[config.mk]
export PLATFORM = sky130hd
export DESIGN_NAME = handler_if
export DESIGN_NICKNAME = d
export VERILOG_FILES = /design/src/common/handler_pkg.sv /design/src/rtl/input_sync.sv /design/src/rtl/range_decode.sv /design/src/rtl/handler_if.sv
export SDC_FILE = /design/constraint.sdc
export NUM_CORES = 1
export LEC_CHECK = 0
export BUFFER_PORTS_ARGS = -buffer_cell sky130_fd_sc_hd__buf_4
export CAP_MARGIN = 5
export CORE_MARGIN = 2
export CORE_UTILIZATION = 34
export CTS_BUF_LIST = sky130_fd_sc_hd__clkbuf_4 sky130_fd_sc_hd__clkbuf_8
export CTS_CLUSTER_DIAMETER = 50
export DETAILED_ROUTE_END_ITERATION = 8
export HOLD_SLACK_MARGIN = 0.03
export PLACE_DENSITY = 0.62
export SYNTH_ARGS = -nofsm -noshare
export SYNTH_HDL_FRONTEND = slang
export SYNTH_SLANG_ARGS = --single-unit
[constraint.sdc]
create_clock -name mclk -period 3.6 [get_ports mclk]
set_input_delay 1.08 -clock mclk [delete_from_list [all_inputs] [get_ports mclk]]
set_output_delay 1.08 -clock mclk [all_outputs]
set_load 0.03 [all_outputs]
[src/common/handler_pkg.sv]
package handler_pkg;

    // ----------------------------------------
    // Register offsets
    // ----------------------------------------
    localparam logic [3:0] REG_CTRL       = 4'h0;
    localparam logic [3:0] REG_TEST_OUT   = 4'h1;
    localparam logic [3:0] REG_TEST_CLASS = 4'h2;
    localparam logic [3:0] REG_TEST_COMP  = 4'h3;
    localparam logic [3:0] REG_STATUS     = 4'h4;
    localparam logic [3:0] REG_INPUTS     = 4'h5;
    localparam logic [3:0] REG_VOLT       = 4'h6;
    localparam logic [3:0] REG_INT_STAT   = 4'h7;
    localparam logic [3:0] REG_INT_EN     = 4'h8;
    localparam logic [3:0] REG_INT_CLR    = 4'h9;
    localparam logic [3:0] REG_MEAS_RES   = 4'ha;
    localparam logic [3:0] REG_RANGE      = 4'hb;

    // ----------------------------------------
    // Field positions
    // ----------------------------------------
    localparam int CTRL_TEST_BIT   = 0;
    localparam int CTRL_START_BIT  = 1;
    localparam int TO_FAULT_BIT    = 0;
    localparam int TO_ANALOG_BIT   = 1;
    localparam int TO_CYCLE_BIT    = 2;
    localparam int TO_ACCEPT_BIT   = 3;
    localparam int TO_OVER_BIT     = 4;
    localparam int TO_OPEN_BIT     = 5;
    localparam int IN_TRIG_BIT     = 0;
    localparam int IN_LOCK_BIT     = 1;
    localparam int IRQ_TRIG_BIT    = 0;
    localparam int IRQ_ANALOG_BIT  = 1;
    localparam int IRQ_CYCLE_BIT   = 2;
    localparam int IRQ_W           = 3;

    // ----------------------------------------
    // Reset values and thresholds
    // ----------------------------------------
    localparam logic [4:0] VOLT_RESET = 5'h05;
    localparam logic [4:0] VOLT_MID   = 5'h09;
    localparam logic [4:0] VOLT_HIGH  = 5'h0f;

    // ----------------------------------------
    // Timing
    // ----------------------------------------
    localparam int CLK_MHZ            = 20;
    localparam int TRIG_MIN_US        = 1;
    localparam int RESP_US            = 40;
    localparam int ANALOG_US          = 1300;
    localparam int COMPUTE_US         = 1000;
    localparam int TRIG_MIN_CYC       = TRIG_MIN_US * CLK_MHZ;
    localparam int RESP_CYC           = RESP_US * CLK_MHZ;
    localparam int ANALOG_CYC         = ANALOG_US * CLK_MHZ;
    localparam int COMPUTE_CYC        = COMPUTE_US * CLK_MHZ;

    // ----------------------------------------
    // Types
    // ----------------------------------------
    typedef enum logic [2:0] {
        ST_IDLE    = 3'b000,
        ST_RESP    = 3'b001,
        ST_ANALOG  = 3'b010,
        ST_COMPUTE = 3'b011,
        ST_DONE    = 3'b100
    } meas_state_t;

    typedef struct packed {
        logic       fault_n;
        logic       analog_done_n;
        logic       cycle_done_n;
        logic       trigger_accept_n;
        logic       overrange_n;
        logic       low_cap_or_open_n;
        logic [8:0] sort_class_n;
        logic       primary_above_n;
        logic       primary_below_n;
        logic       secondary_reject_n;
    } handler_out_t;

    typedef struct packed {
        logic       overrange;
        logic       low_cap;
        logic [3:0] sort_class;
        logic [2:0] comp;
    } meas_result_t;

endpackage : handler_pkg

[src/rtl/input_sync.sv]
`timescale 1ns/1ns
module input_sync #(
    parameter int W = 1
) (
    // Clock and reset
    input  wire logic         mclk,
    input  wire logic         reset,
    // Data
    input  wire logic [W-1:0] async_in,
    output logic      [W-1:0] sync_out
);
    logic [W-1:0] meta_q;
    logic [W-1:0] meta_d;
    logic [W-1:0] sync_q;
    logic [W-1:0] sync_d;

    always_comb begin
        meta_d = async_in;
        sync_d = meta_q;
    end

    always_ff @(posedge mclk) begin
        if (reset) begin
            meta_q <= '0;
            sync_q <= '0;
        end else begin
            meta_q <= meta_d;
            sync_q <= sync_d;
        end
    end

    assign sync_out = sync_q;
endmodule : input_sync

[src/rtl/range_decode.sv]
`timescale 1ns/1ns
module range_decode
    import handler_pkg::*;
(
    // Clock and reset
    input  wire logic       mclk,
    input  wire logic       reset,
    // Voltage setting in volts
    input  wire logic [4:0] drive_volts,
    // Switch drives
    output logic            range_switch_low,
    output logic            range_switch_mid,
    output logic            range_switch_high
);
    logic [2:0] sw_q;
    logic [2:0] sw_d;

    // ----------------------------------------
    // One-hot decode
    // ----------------------------------------
    always_comb begin
        if (drive_volts < VOLT_MID) begin
            sw_d = 3'h1;
        end else if (drive_volts < VOLT_HIGH) begin
            sw_d = 3'h2;
        end else begin
            sw_d = 3'h4;
        end
    end

    always_ff @(posedge mclk) begin
        if (reset) begin
            sw_q <= 3'h1;
        end else begin
            sw_q <= sw_d;
        end
    end

    assign range_switch_low  = sw_q[0];
    assign range_switch_mid  = sw_q[1];
    assign range_switch_high = sw_q[2];

    a_range_onehot: assert property (@(posedge mclk) disable iff (reset)
        $onehot(sw_q)) else $error("range switches not one-hot");
    a_range_high_sel: assert property (@(posedge mclk) disable iff (reset)
        (drive_volts >= VOLT_HIGH) |=> sw_q[2])
        else $error("high switch not chosen");
endmodule : range_decode

[src/rtl/handler_if.sv]
// The plain strobed port and the register addresses were chosen for this implementation.
`timescale 1ns/1ns
module handler_if
    import handler_pkg::*;
#(
    parameter int RESP_CYCLES    = RESP_CYC,
    parameter int ANALOG_CYCLES  = ANALOG_CYC,
    parameter int COMPUTE_CYCLES = COMPUTE_CYC
) (
    // Clock and reset
    input  wire logic                     mclk,
    input  wire logic                     reset,
    // Register port
    input  wire logic [3:0]               reg_addr,
    input  wire logic [15:0]              reg_wdata,
    input  wire logic                     reg_wr,
    input  wire logic                     reg_rd,
    output logic      [15:0]              reg_rdata,
    // Handler pins
    input  wire logic                     external_trigger_in,
    input  wire logic                     lockout_n_in,
    output handler_pkg::handler_out_t     pins_out,
    // Range switches
    output logic                          range_switch_low,
    output logic                          range_switch_high,
    output logic                          range_switch_mid,
    // Interrupt
    output logic                          irq
);
    import handler_pkg::*;

    localparam int CW = 32;

    // ----------------------------------------
    // Input synchronisers
    // ----------------------------------------
    logic [1:0] pins_sync;
    logic       trig_s;
    logic       lock_n_s;

    input_sync #(.W(2)) u_sync (
        .mclk     (mclk),
        .reset    (reset),
        .async_in ({lockout_n_in, external_trigger_in}),
        .sync_out (pins_sync)
    );
    assign trig_s   = pins_sync[0];
    assign lock_n_s = pins_sync[1];

    // ----------------------------------------
    // Software registers
    // ----------------------------------------
    logic               test_q, test_d;
    logic [5:0]         force_q, force_d;
    logic [3:0]         tclass_q, tclass_d;
    logic [2:0]         tcomp_q, tcomp_d;
    logic [4:0]         volt_q, volt_d;
    meas_result_t       res_q, res_d;
    logic [IRQ_W-1:0]   ien_q, ien_d;
    logic [IRQ_W-1:0]   ist_q, ist_d;
    logic [15:0]        rdata_q, rdata_d;
    logic               irq_q, irq_d;
    logic               start_sw;

    // ----------------------------------------
    // Measurement sequencer
    // ----------------------------------------
    meas_state_t        st_q, st_d;
    logic [CW-1:0]      cnt_q, cnt_d;
    logic [8:0]         trig_w_q, trig_w_d;
    logic               trig_acc;
    logic               acc_n_q, acc_n_d;
    logic               ana_n_q, ana_n_d;
    logic               cyc_n_q, cyc_n_d;
    logic               judg_ok_q, judg_ok_d;
    meas_result_t       held_q, held_d;
    handler_out_t       out_q, out_d;
    logic [IRQ_W-1:0]   ev;

    // Pulse must be held TRIG_MIN_CYC cycles; short glitches are ignored
    always_comb begin
        trig_w_d = trig_s ? ((trig_w_q == 9'(TRIG_MIN_CYC)) ? trig_w_q
                                                         : trig_w_q + 9'h1)
                          : 9'h0;
        trig_acc = (trig_w_q == 9'(TRIG_MIN_CYC - 1)) && trig_s;
    end

    always_comb begin
        st_d      = st_q;
        cnt_d     = cnt_q;
        acc_n_d   = acc_n_q;
        ana_n_d   = ana_n_q;
        cyc_n_d   = cyc_n_q;
        judg_ok_d = judg_ok_q;
        held_d    = held_q;
        ev        = '0;
        case (st_q)
            ST_IDLE: begin
                // Only taken while accept is shown low
                if ((trig_acc || start_sw) && !acc_n_q) begin
                    st_d    = ST_RESP;
                    cnt_d   = CW'(RESP_CYCLES - 1);
                    ev[IRQ_TRIG_BIT] = 1'b1;
                end
            end
            ST_RESP: begin
                if (cnt_q == '0) begin
                    acc_n_d   = 1'b1;
                    ana_n_d   = 1'b1;
                    cyc_n_d   = 1'b1;
                    judg_ok_d = 1'b0;
                    st_d      = ST_ANALOG;
                    cnt_d     = CW'(ANALOG_CYCLES - 1);
                end else begin
                    cnt_d = cnt_q - CW'(1);
                end
            end
            ST_ANALOG: begin
                if (cnt_q == '0) begin
                    ana_n_d = 1'b0;
                    st_d    = ST_COMPUTE;
                    cnt_d   = CW'(COMPUTE_CYCLES - 1);
                    ev[IRQ_ANALOG_BIT] = 1'b1;
                end else begin
                    cnt_d = cnt_q - CW'(1);
                end
            end
            ST_COMPUTE: begin
                if (cnt_q == '0) begin
                    held_d    = res_q;
                    judg_ok_d = 1'b1;
                    st_d      = ST_DONE;
                end else begin
                    cnt_d = cnt_q - CW'(1);
                end
            end
            ST_DONE: begin
                // Results latched one cycle before strobes move
                cyc_n_d = 1'b0;
                acc_n_d = 1'b0;
                st_d    = ST_IDLE;
                ev[IRQ_CYCLE_BIT] = 1'b1;
            end
            default: begin
                st_d = ST_IDLE;
            end
        endcase
    end

    // ----------------------------------------
    // Output mux: measurement or forced values
    // ----------------------------------------
    logic [8:0] cls_meas;
    logic [8:0] cls_test;

    always_comb begin
        cls_meas = '1;
        cls_test = '1;
        if (held_q.sort_class >= 4'h1 && held_q.sort_class <= 4'h9) begin
            cls_meas[held_q.sort_class - 4'h1] = 1'b0;
        end
        if (tclass_q >= 4'h1 && tclass_q <= 4'h9) begin
            cls_test[tclass_q - 4'h1] = 1'b0;
        end
        if (test_q) begin
            out_d.fault_n            = force_q[TO_FAULT_BIT];
            out_d.analog_done_n      = force_q[TO_ANALOG_BIT];
            out_d.cycle_done_n       = force_q[TO_CYCLE_BIT];
            out_d.trigger_accept_n   = force_q[TO_ACCEPT_BIT];
            out_d.overrange_n        = force_q[TO_OVER_BIT];
            out_d.low_cap_or_open_n  = force_q[TO_OPEN_BIT];
            out_d.sort_class_n       = cls_test;
            out_d.primary_above_n    = ~tcomp_q[2];
            out_d.primary_below_n    = ~tcomp_q[1];
            out_d.secondary_reject_n = ~tcomp_q[0];
        end else begin
            out_d.fault_n            = 1'b1;
            out_d.analog_done_n      = ana_n_q;
            out_d.cycle_done_n       = cyc_n_q;
            out_d.trigger_accept_n   = acc_n_q;
            // Judgments held inactive while results are unsettled
            out_d.overrange_n        = ~(judg_ok_q & held_q.overrange);
            out_d.low_cap_or_open_n  = ~(judg_ok_q & held_q.low_cap);
            out_d.sort_class_n       = judg_ok_q ? cls_meas : '1;
            out_d.primary_above_n    = ~(judg_ok_q & held_q.comp[2]);
            out_d.primary_below_n    = ~(judg_ok_q & held_q.comp[1]);
            out_d.secondary_reject_n = ~(judg_ok_q & held_q.comp[0]);
        end
    end

    // ----------------------------------------
    // Register writes, reads and interrupts
    // ----------------------------------------
    always_comb begin
        test_d   = test_q;
        force_d  = force_q;
        tclass_d = tclass_q;
        tcomp_d  = tcomp_q;
        volt_d   = volt_q;
        res_d    = res_q;
        ien_d    = ien_q;
        start_sw = 1'b0;
        ist_d    = ist_q;
        if (reg_wr) begin
            case (reg_addr)
                REG_CTRL: begin
                    test_d   = reg_wdata[CTRL_TEST_BIT];
                    start_sw = reg_wdata[CTRL_START_BIT];
                end
                REG_TEST_OUT:   force_d  = reg_wdata[5:0];
                REG_TEST_CLASS: tclass_d = reg_wdata[3:0];
                REG_TEST_COMP:  tcomp_d  = reg_wdata[2:0];
                REG_VOLT:       volt_d   = reg_wdata[4:0];
                REG_INT_EN:     ien_d    = reg_wdata[IRQ_W-1:0];
                REG_INT_CLR:    ist_d    = ist_q & ~reg_wdata[IRQ_W-1:0];
                REG_MEAS_RES:   res_d    = reg_wdata[8:0];
                default: begin
                end
            endcase
        end
        // Set after clear so a coinciding event survives
        ist_d = ist_d | ev;
        irq_d = |(ist_d & ien_d);
        rdata_d = 16'h0000;
        if (reg_rd) begin
            case (reg_addr)
                REG_CTRL:       rdata_d = {15'h0000, test_q};
                REG_TEST_OUT:   rdata_d = {10'h000, force_q};
                REG_TEST_CLASS: rdata_d = {12'h000, tclass_q};
                REG_TEST_COMP:  rdata_d = {13'h0000, tcomp_q};
                REG_STATUS:     rdata_d = {10'h000, judg_ok_q, cyc_n_q,
                                           ana_n_q, acc_n_q, st_q[1:0]};
                // Levels read back only in test mode
                REG_INPUTS:     rdata_d = test_q ?
                                    {14'h0000, ~lock_n_s, trig_s}
                                    : 16'h0000;
                REG_VOLT:       rdata_d = {11'h000, volt_q};
                REG_INT_STAT:   rdata_d = {13'h0000, ist_q};
                REG_INT_EN:     rdata_d = {13'h0000, ien_q};
                REG_MEAS_RES:   rdata_d = {7'h00, res_q};
                REG_RANGE:      rdata_d = {13'h0000, range_switch_high,
                                           range_switch_mid,
                                           range_switch_low};
                default:        rdata_d = 16'h0000;
            endcase
        end
    end

    always_ff @(posedge mclk) begin
        if (reset) begin
            test_q    <= 1'b0;
            force_q   <= 6'h3f;
            tclass_q  <= 4'h0;
            tcomp_q   <= 3'h0;
            volt_q    <= VOLT_RESET;
            res_q     <= '0;
            ien_q     <= '0;
            ist_q     <= '0;
            rdata_q   <= 16'h0000;
            irq_q     <= 1'b0;
            st_q      <= ST_IDLE;
            cnt_q     <= '0;
            trig_w_q  <= 9'h000;
            acc_n_q   <= 1'b0;
            ana_n_q   <= 1'b1;
            cyc_n_q   <= 1'b1;
            judg_ok_q <= 1'b0;
            held_q    <= '0;
            out_q     <= '1;
        end else begin
            test_q    <= test_d;
            force_q   <= force_d;
            tclass_q  <= tclass_d;
            tcomp_q   <= tcomp_d;
            volt_q    <= volt_d;
            res_q     <= res_d;
            ien_q     <= ien_d;
            ist_q     <= ist_d;
            rdata_q   <= rdata_d;
            irq_q     <= irq_d;
            st_q      <= st_d;
            cnt_q     <= cnt_d;
            trig_w_q  <= trig_w_d;
            acc_n_q   <= acc_n_d;
            ana_n_q   <= ana_n_d;
            cyc_n_q   <= cyc_n_d;
            judg_ok_q <= judg_ok_d;
            held_q    <= held_d;
            out_q     <= out_d;
        end
    end

    range_decode u_range (
        .mclk              (mclk),
        .reset             (reset),
        .drive_volts       (volt_q),
        .range_switch_low  (range_switch_low),
        .range_switch_mid  (range_switch_mid),
        .range_switch_high (range_switch_high)
    );

    assign pins_out  = out_q;
    assign reg_rdata = rdata_q;
    assign irq       = irq_q;

    // ----------------------------------------
    // Checks
    // ----------------------------------------
    a_trig_min_width: assert property (@(posedge mclk) disable iff (reset)
        (st_q == ST_IDLE && st_d == ST_RESP && !start_sw)
        |-> trig_w_q == 9'(TRIG_MIN_CYC - 1)) else $error("short trigger");
    a_resp_delay: assert property (@(posedge mclk) disable iff (reset)
        (st_q == ST_RESP && cnt_q == '0) |=> acc_n_q && ana_n_q && cyc_n_q)
        else $error("strobes not updated");
    a_ready_after: assert property (@(posedge mclk) disable iff (reset)
        (st_q == ST_DONE) |=> !acc_n_q && st_q == ST_IDLE)
        else $error("no ready after cycle");
    a_analog_end: assert property (@(posedge mclk) disable iff (reset)
        (st_q == ST_ANALOG && cnt_q == '0) |=> !ana_n_q && cyc_n_q)
        else $error("analog done wrong");
    a_cycle_valid: assert property (@(posedge mclk) disable iff (reset)
        $fell(cyc_n_q) |-> judg_ok_q) else $error("cycle done early");
    a_test_force: assert property (@(posedge mclk) disable iff (reset)
        test_q |=> out_q.fault_n == $past(force_q[TO_FAULT_BIT])
                && out_q.overrange_n == $past(force_q[TO_OVER_BIT]))
        else $error("forced value missing");
    a_test_comp: assert property (@(posedge mclk) disable iff (reset)
        test_q |=> out_q.primary_above_n == !$past(tcomp_q[2]))
        else $error("comparator not driven");
    a_norm_restore: assert property (@(posedge mclk) disable iff (reset)
        !test_q |=> out_q.cycle_done_n == $past(cyc_n_q)
                 && out_q.fault_n)
        else $error("measurement outputs not restored");
    a_input_read: assert property (@(posedge mclk) disable iff (reset)
        (reg_rd && reg_addr == REG_INPUTS && test_q)
        |=> reg_rdata[0] == $past(trig_s)) else $error("trigger read bad");
    c_full_cycle: cover property (@(posedge mclk) st_q == ST_DONE);
    c_test_mode: cover property (@(posedge mclk) $rose(test_q));
    c_irq: cover property (@(posedge mclk) $rose(irq_q));
endmodule : handler_if

# After elaboration in Yosys (flattened, before gate mapping)
# Index checks and enable logic that the tools add are counted.
# Widths: inputs -> output; s select.
dict set report totals {
  in_bits 26
  out_inout_bits 38
  memories 0
  reg_bits 133
  mem_bits_ro 0
  elab_cells 165
  latchBits 0
  ramBits 0
}
dict set report op_classes {
  mul 0
  n_div 0
  n_mux 37
  bitwise 23
  n_reduce_logical 32
  n_addsub 4
  n_lt_le_gt_ge 10
  n_eq_ne 22
  n_shift 0
}
# op n
set op_table {}
lappend op_table {{$mux 32} 4}
lappend op_table {{$pmux 32 s4} 1}
lappend op_table {{$pmux 9 s11} 1}
lappend op_table {{$logic_not 32->1} 1}
lappend op_table {{$sub 32x1->32 const B} 1}
lappend op_table {{$mux 3} 9}
lappend op_table {{$mux 9} 3}
lappend op_table {{$eq 9x5->1 const B} 2}
lappend op_table {{$not 9->9} 2}
lappend op_table {{$mux 17} 1}
lappend op_table {{$eq 4x3->1 const B} 4}
lappend op_table {{$eq 4x4->1 const B} 4}
lappend op_table {{$ge 4x1->1 const B} 4}
lappend op_table {{$reduce_and 2->1} 8}
lappend op_table {{$not 1->1} 12}
lappend op_table {{$pmux 3 s4} 1}
lappend op_table {{$mux 1} 11}
lappend op_table {{$lt 4x5->1 const B} 2}
lappend op_table {{$lt 5x4->1 const B} 2}
lappend op_table {{$ne 2x2->1 const B} 5}
lappend op_table {{$add 9x1->9 const B} 1}
lappend op_table {{$reduce_and 3->1} 3}
lappend op_table {{$demux 1 s4} 2}
lappend op_table {{$eq 4x2->1 const B} 2}
lappend op_table {{other kinds (22)} 42}

# Longest topological paths before layout
dict set report depth {
  depth_word 10
  ltp_mapped 10
  depth_no_buf 7
}

# Hierarchy
# A second synthesis with hierarchy kept.
dict set report unflattened {
  hier_cells 729
  hier_area_um2 5916.9
}
# module instances area_each_um2 seq_area_each_um2 cells_each
set by_module_without_submodules {}
lappend by_module_without_submodules {handler_if 1 5695.5 2382.3 710}
lappend by_module_without_submodules {range_decode 1 116.4 60.1 11}
lappend by_module_without_submodules {input_sync 1 105.1 80.1 8}

# Worst setup path before layout
# OpenSTA, ideal clock, no wires.
dict set report synth_timing {
  kind {input -> register}
  start {in reg_addr[2]}
  end {reg cnt_q[30]}
  setup_time_ns 0.086
  path_stages 7
  arrival_ns 2.826
  n_path_buf 2
  slack_ns 0.688
  required_ns 3.514
  path_cell_list {clkbuf_1 -> nor2_1 -> a41oi_1 -> a211o_1 -> buf_6 -> or4_4 -> a221oi_2}
}
dict set report synth_between {
  elab_chain_cells 7
}
# item line
set synth_rtl {}
lappend synth_rtl {{start: declaration} handler_if.sv:14} ;# input wire logic [3:0] reg_addr,
lappend synth_rtl {{$logic_not 4->1} handler_if.sv:205} ;# case (reg_addr)
lappend synth_rtl {{$mux 1} handler_if.sv:205}
lappend synth_rtl {{$mux 1} handler_if.sv:204} ;# if (reg_wr) begin
lappend synth_rtl {{$logic_or 1x1->1} handler_if.sv:100} ;# if ((trig_acc || start_sw) && !acc_n_q) begin
lappend synth_rtl {{$logic_and 1x1->1} handler_if.sv:100}
lappend synth_rtl {{$ne 2x2->1 (no line)} --}
lappend synth_rtl {{$reduce_and 3->1 (no line)} --}
lappend synth_rtl {{end signal: assignment} handler_if.sv:282} ;# cnt_q <= cnt_d;
lappend synth_rtl {{end: declaration} handler_if.sv:69} ;# logic [CW-1:0] cnt_q, cnt_d;
# No other way between the ends.
# A chain may end at the register's enable or synchronous reset.

# Worst setup path in the final report
dict set report layout_timing {
  start {reg trig_w_q[3]}
  end {reg cnt_q[31]}
}
dict set report layout_between {
  elab_chain_cells 6
}
# item line
set layout_rtl {}
lappend layout_rtl {{start: declaration} handler_if.sv:70} ;# logic [8:0] trig_w_q, trig_w_d;
lappend layout_rtl {{start signal: assignment} handler_if.sv:283} ;# trig_w_q <= trig_w_d;
lappend layout_rtl {{$eq 9x5->1} handler_if.sv:85} ;# trig_acc = (trig_w_q == 9'(TRIG_MIN_CYC - 1)) && trig_s;
lappend layout_rtl {{$logic_and 1x1->1} handler_if.sv:85}
lappend layout_rtl {{$logic_or 1x1->1} handler_if.sv:100}
lappend layout_rtl {{$logic_and 1x1->1} handler_if.sv:100}
lappend layout_rtl {{$ne 2x2->1 (no line)} --}
lappend layout_rtl {{$reduce_and 3->1 (no line)} --}
# No other way between the ends.

==> key figures <==
Run status
  • Status: finished, final reports clean

Timing
  • Clock Skew: 0.00946 ns
  • Fin Setup TNS: 0 ns
  • Final hold vios: 0
  • Final Critical Period: 3.06 ns
  • Fmax: 327 MHz
  • Final Cycle Share: 85.0%
  • Final setup fails: 0
  • Slew headroom: 39.3%
  • Slew @ Worst Pin: 0.911 ns
  • Max-slew violations: 0
  • RSZ-0062 raised after global routing: no

Synthesis
  • Dominant cells by area after synthesis: dfxtp_1 42%, nand2_1 4.8%, mux2i_1 4.7%
  • Cells after Synth: 697
  • Post-synth EDFFs: 0
  • Mapped Avg Cell Area: 8.58 µm²
  • Post-synthesis register bit count: 126
  • Synth top area share: 42.2%
  • Synthesized cell area: 5980 µm²
  • Async SR Flop Fraction: 0%
  • Sequential fraction of the synthesis area: 42.2%
  • Top FF cell, synth: dfxtp_1
  • Warnings, synthesis: 0
  • Netlist cell types: 70
  • List of most frequent post-synthesis cells: 126 x dfxtp_1, 76 x nand2_1, 53 x nor2_1
  • Yosys top cell by area: dfxtp_1
  • Most common cell in the synthesized netlist: dfxtp_1

Critical path
  • R2r setup slk: 0.54 ns
  • Crit-path max FO: 30
  • Reg-to-Reg Start: trig_w_q[3]
  • Crit path capture type: flip-flop
  • Critical path class: flip-flop to flip-flop
  • CP startpoint kind: flip-flop
  • Req. time, crit path: 3.95 ns
  • WP data arrival: 3.41 ns
  • R2R cell count: 5
  • R2r endpoint: cnt_q[31]

Floorplanning
  • Die ar.: 18700 µm²
  • I/O pins: 64
  • Starting density of the core: 34.7%
  • Std-Cell Rows: 48
  • Die width: 137 µm
  • Die Y: 137 µm
  • Core footprint: 17200 µm²

Global routing
  • GR Overflow Total: 0
  • Vias in the first global route: 5066
  • Gr usage total: 18.7%
  • Global-route wire length before repair: 27.2 mm
  • Initial antenna violation count: 0
  • Largest net degree at the start of global routing: 39

Route
  • WL/cell: 16.9 µm
  • Drt drc: 0
  • First drt pass iteration count: 5
  • Final ANT Viol Nets: 0
  • Detail-routed via count per cell: 5.64
  • Final wirelength: 16.4 mm
  • First DRT Iteration DRCs: 529
  • Routed via count: 5491

CTS
  • Clock sinks: 126
  • Number of hold buffers added after cts: 0
  • Root Driver: clkbuf_8
  • Clk buf depth: 2
  • CTS HTree Levels: 4
  • Worst skew pair latency: 0.46 ns
  • CTS tree: built
  • # resized after CTS: 0
  • Total CTS buffers: 17
  • Clk slew on worst S/H paths: 0.07 ns
  • Post-CTS Setup Bufs: 0

Finish
  • Final nets: 764
  • Share of post-route cells with drive strength above 1: 16.2%
  • Fill count: 1736
  • Final core occ: 40.8%
  • Area growth syn-to-layout: 17.5%
  • ANT cells: 0
  • Final cell count without fillers: 973

Min path
  • Hold Crit Start: u_sync.meta_q[0]
  • WHS Path Cells: 1
  • Worst hold endpoint: u_sync.sync_out[0]
  • Hold Crit Class: flip-flop to flip-flop

Job
  • Max-cap violations: 0

Placed design
  • PortBufs: 49
  • Inst Count DP: 941
  • Final RePlAce weighted congestion: 0.942
  • Post-DP HPWL: 11.3 mm

Pwr
  • Leak Pwr: 2.53 nW
  • Max VDD drop: 266 µV
  • Cell Pwr Density: 557 nW/µm²
==> stage by stage <==
stage          area [µm²]  total power, mW  hold slack, ns  setup slack [ns]
2_1_floorplan        6000             2.25           0.414             0.688
3_3_place_gp         6570             2.52           0.423             0.380
3_5_place_dp         6570             2.52           0.427             0.333
4_1_cts              7030             3.93           0.443             0.550
5_1_grt              7030             4.12           0.469             0.367
6_report             7030             3.92           0.443             0.540
==> cell families (layout without fill, tap and decap cells) <==
| group | count (synthesis) | in the layout | synth area share [%] |
|---|---|---|---|
| buffers and inverters | 74 | 119 | 5.52 |
| AND/OR/NAND/NOR | 296 | 296 | 26.3 |
| multiplexers | 29 | 29 | 4.88 |
| flip-flops | 126 | 126 | 42.2 |
| other | 1 | 7 | 0.0627 |
| XOR/XNOR | 5 | 5 | 0.732 |
| adder cells (fa/ha/maj) | 4 | 4 | 0.795 |
| AO/OA/AOI/OAI | 162 | 162 | 19.5 |
==> sequential cells by signal, indices dropped and copies added, names as in the netlist <==
register,flops
u_range.sw_q,3
u_sync.meta_q,2
tclass_q,4
acc_n_q,1
held_q,9
volt_q,5
u_sync.sync_out,2
st_q,3
ist_q,3
cnt_q,32
reg_rdata,9
force_q,6
ien_q,3
cyc_n_q,1
judg_ok_q,1
test_q,1
tcomp_q,3
ana_n_q,1
res_q,9
trig_w_q,9
pins_out,18
irq,1
==> worst max-delay path by stage <==
stage / start / end / slack [ns] / depth (start not counted)
6_report: trig_w_q[3] / cnt_q[31] / 0.54 / 5
5_1_grt: trig_w_q[3] / cnt_q[31] / 0.37 / 5
3_3_place_gp: reg_addr[1] / cnt_q[31] / 0.38 / 6
2_1_floorplan: reg_addr[2] / cnt_q[30] / 0.69 / 7
4_1_cts: trig_w_q[3] / cnt_q[31] / 0.55 / 5
3_5_place_dp: reg_addr[1] / cnt_q[19] / 0.33 / 6
==> worst max-delay path: stages (launching register included) <==
cell and delay, ns:
dfxtp_1 0.36, or4b_1 0.56, or4_1 0.59, a21o_1 0.52
or4_1 0.63, a221oi_1 0.28
==> final cells by class <==
type,instances,area (µm²),share of cell area (%)
inverter,14,52.6,0.748
tap,225,282,4.01
clock buffer,20,275,3.92
sequential,126,2520,35.9
multi-input combinational,503,3150,44.9
clock inverter,12,183,2.60
timing repair buffer,73,561,7.98
==> layout by cell type (no fill, tap or decap), types with 6 or more instances in the layout <==
cell	count
or3_1	18
nand4_1	6
conb_1	7
or4_1	22
clkbuf_8	20
buf_4	72
nor2_1	53
o31ai_1	16
nand2_1	76
nor4_1	10
a221oi_1	19
nand3_1	36
nor3_1	18
a21oi_1	32
mux2i_1	28
dfxtp_1	126
inv_1	12
o41ai_1	6
o21ai_0	26
nor3b_1	8
nor2b_1	11
==> routing by layer <==
metal	track usage [%]	wire length (µm)
met3	3.67	881
met5	0	0
met2	28.0	7380
met1	25.9	7700
met4	8.56	452
==> power breakdown <==
| part | leakage (nW) | internal (mW) | switching (mW) |
|---|---|---|---|
| sequential | 1.02 | 1.44 | 0.0528 |
| clock | 0.222 | 0.814 | 0.592 |
| combinational | 1.29 | 0.371 | 0.641 |
No activity file was read; power rests on OpenSTA's default activity.
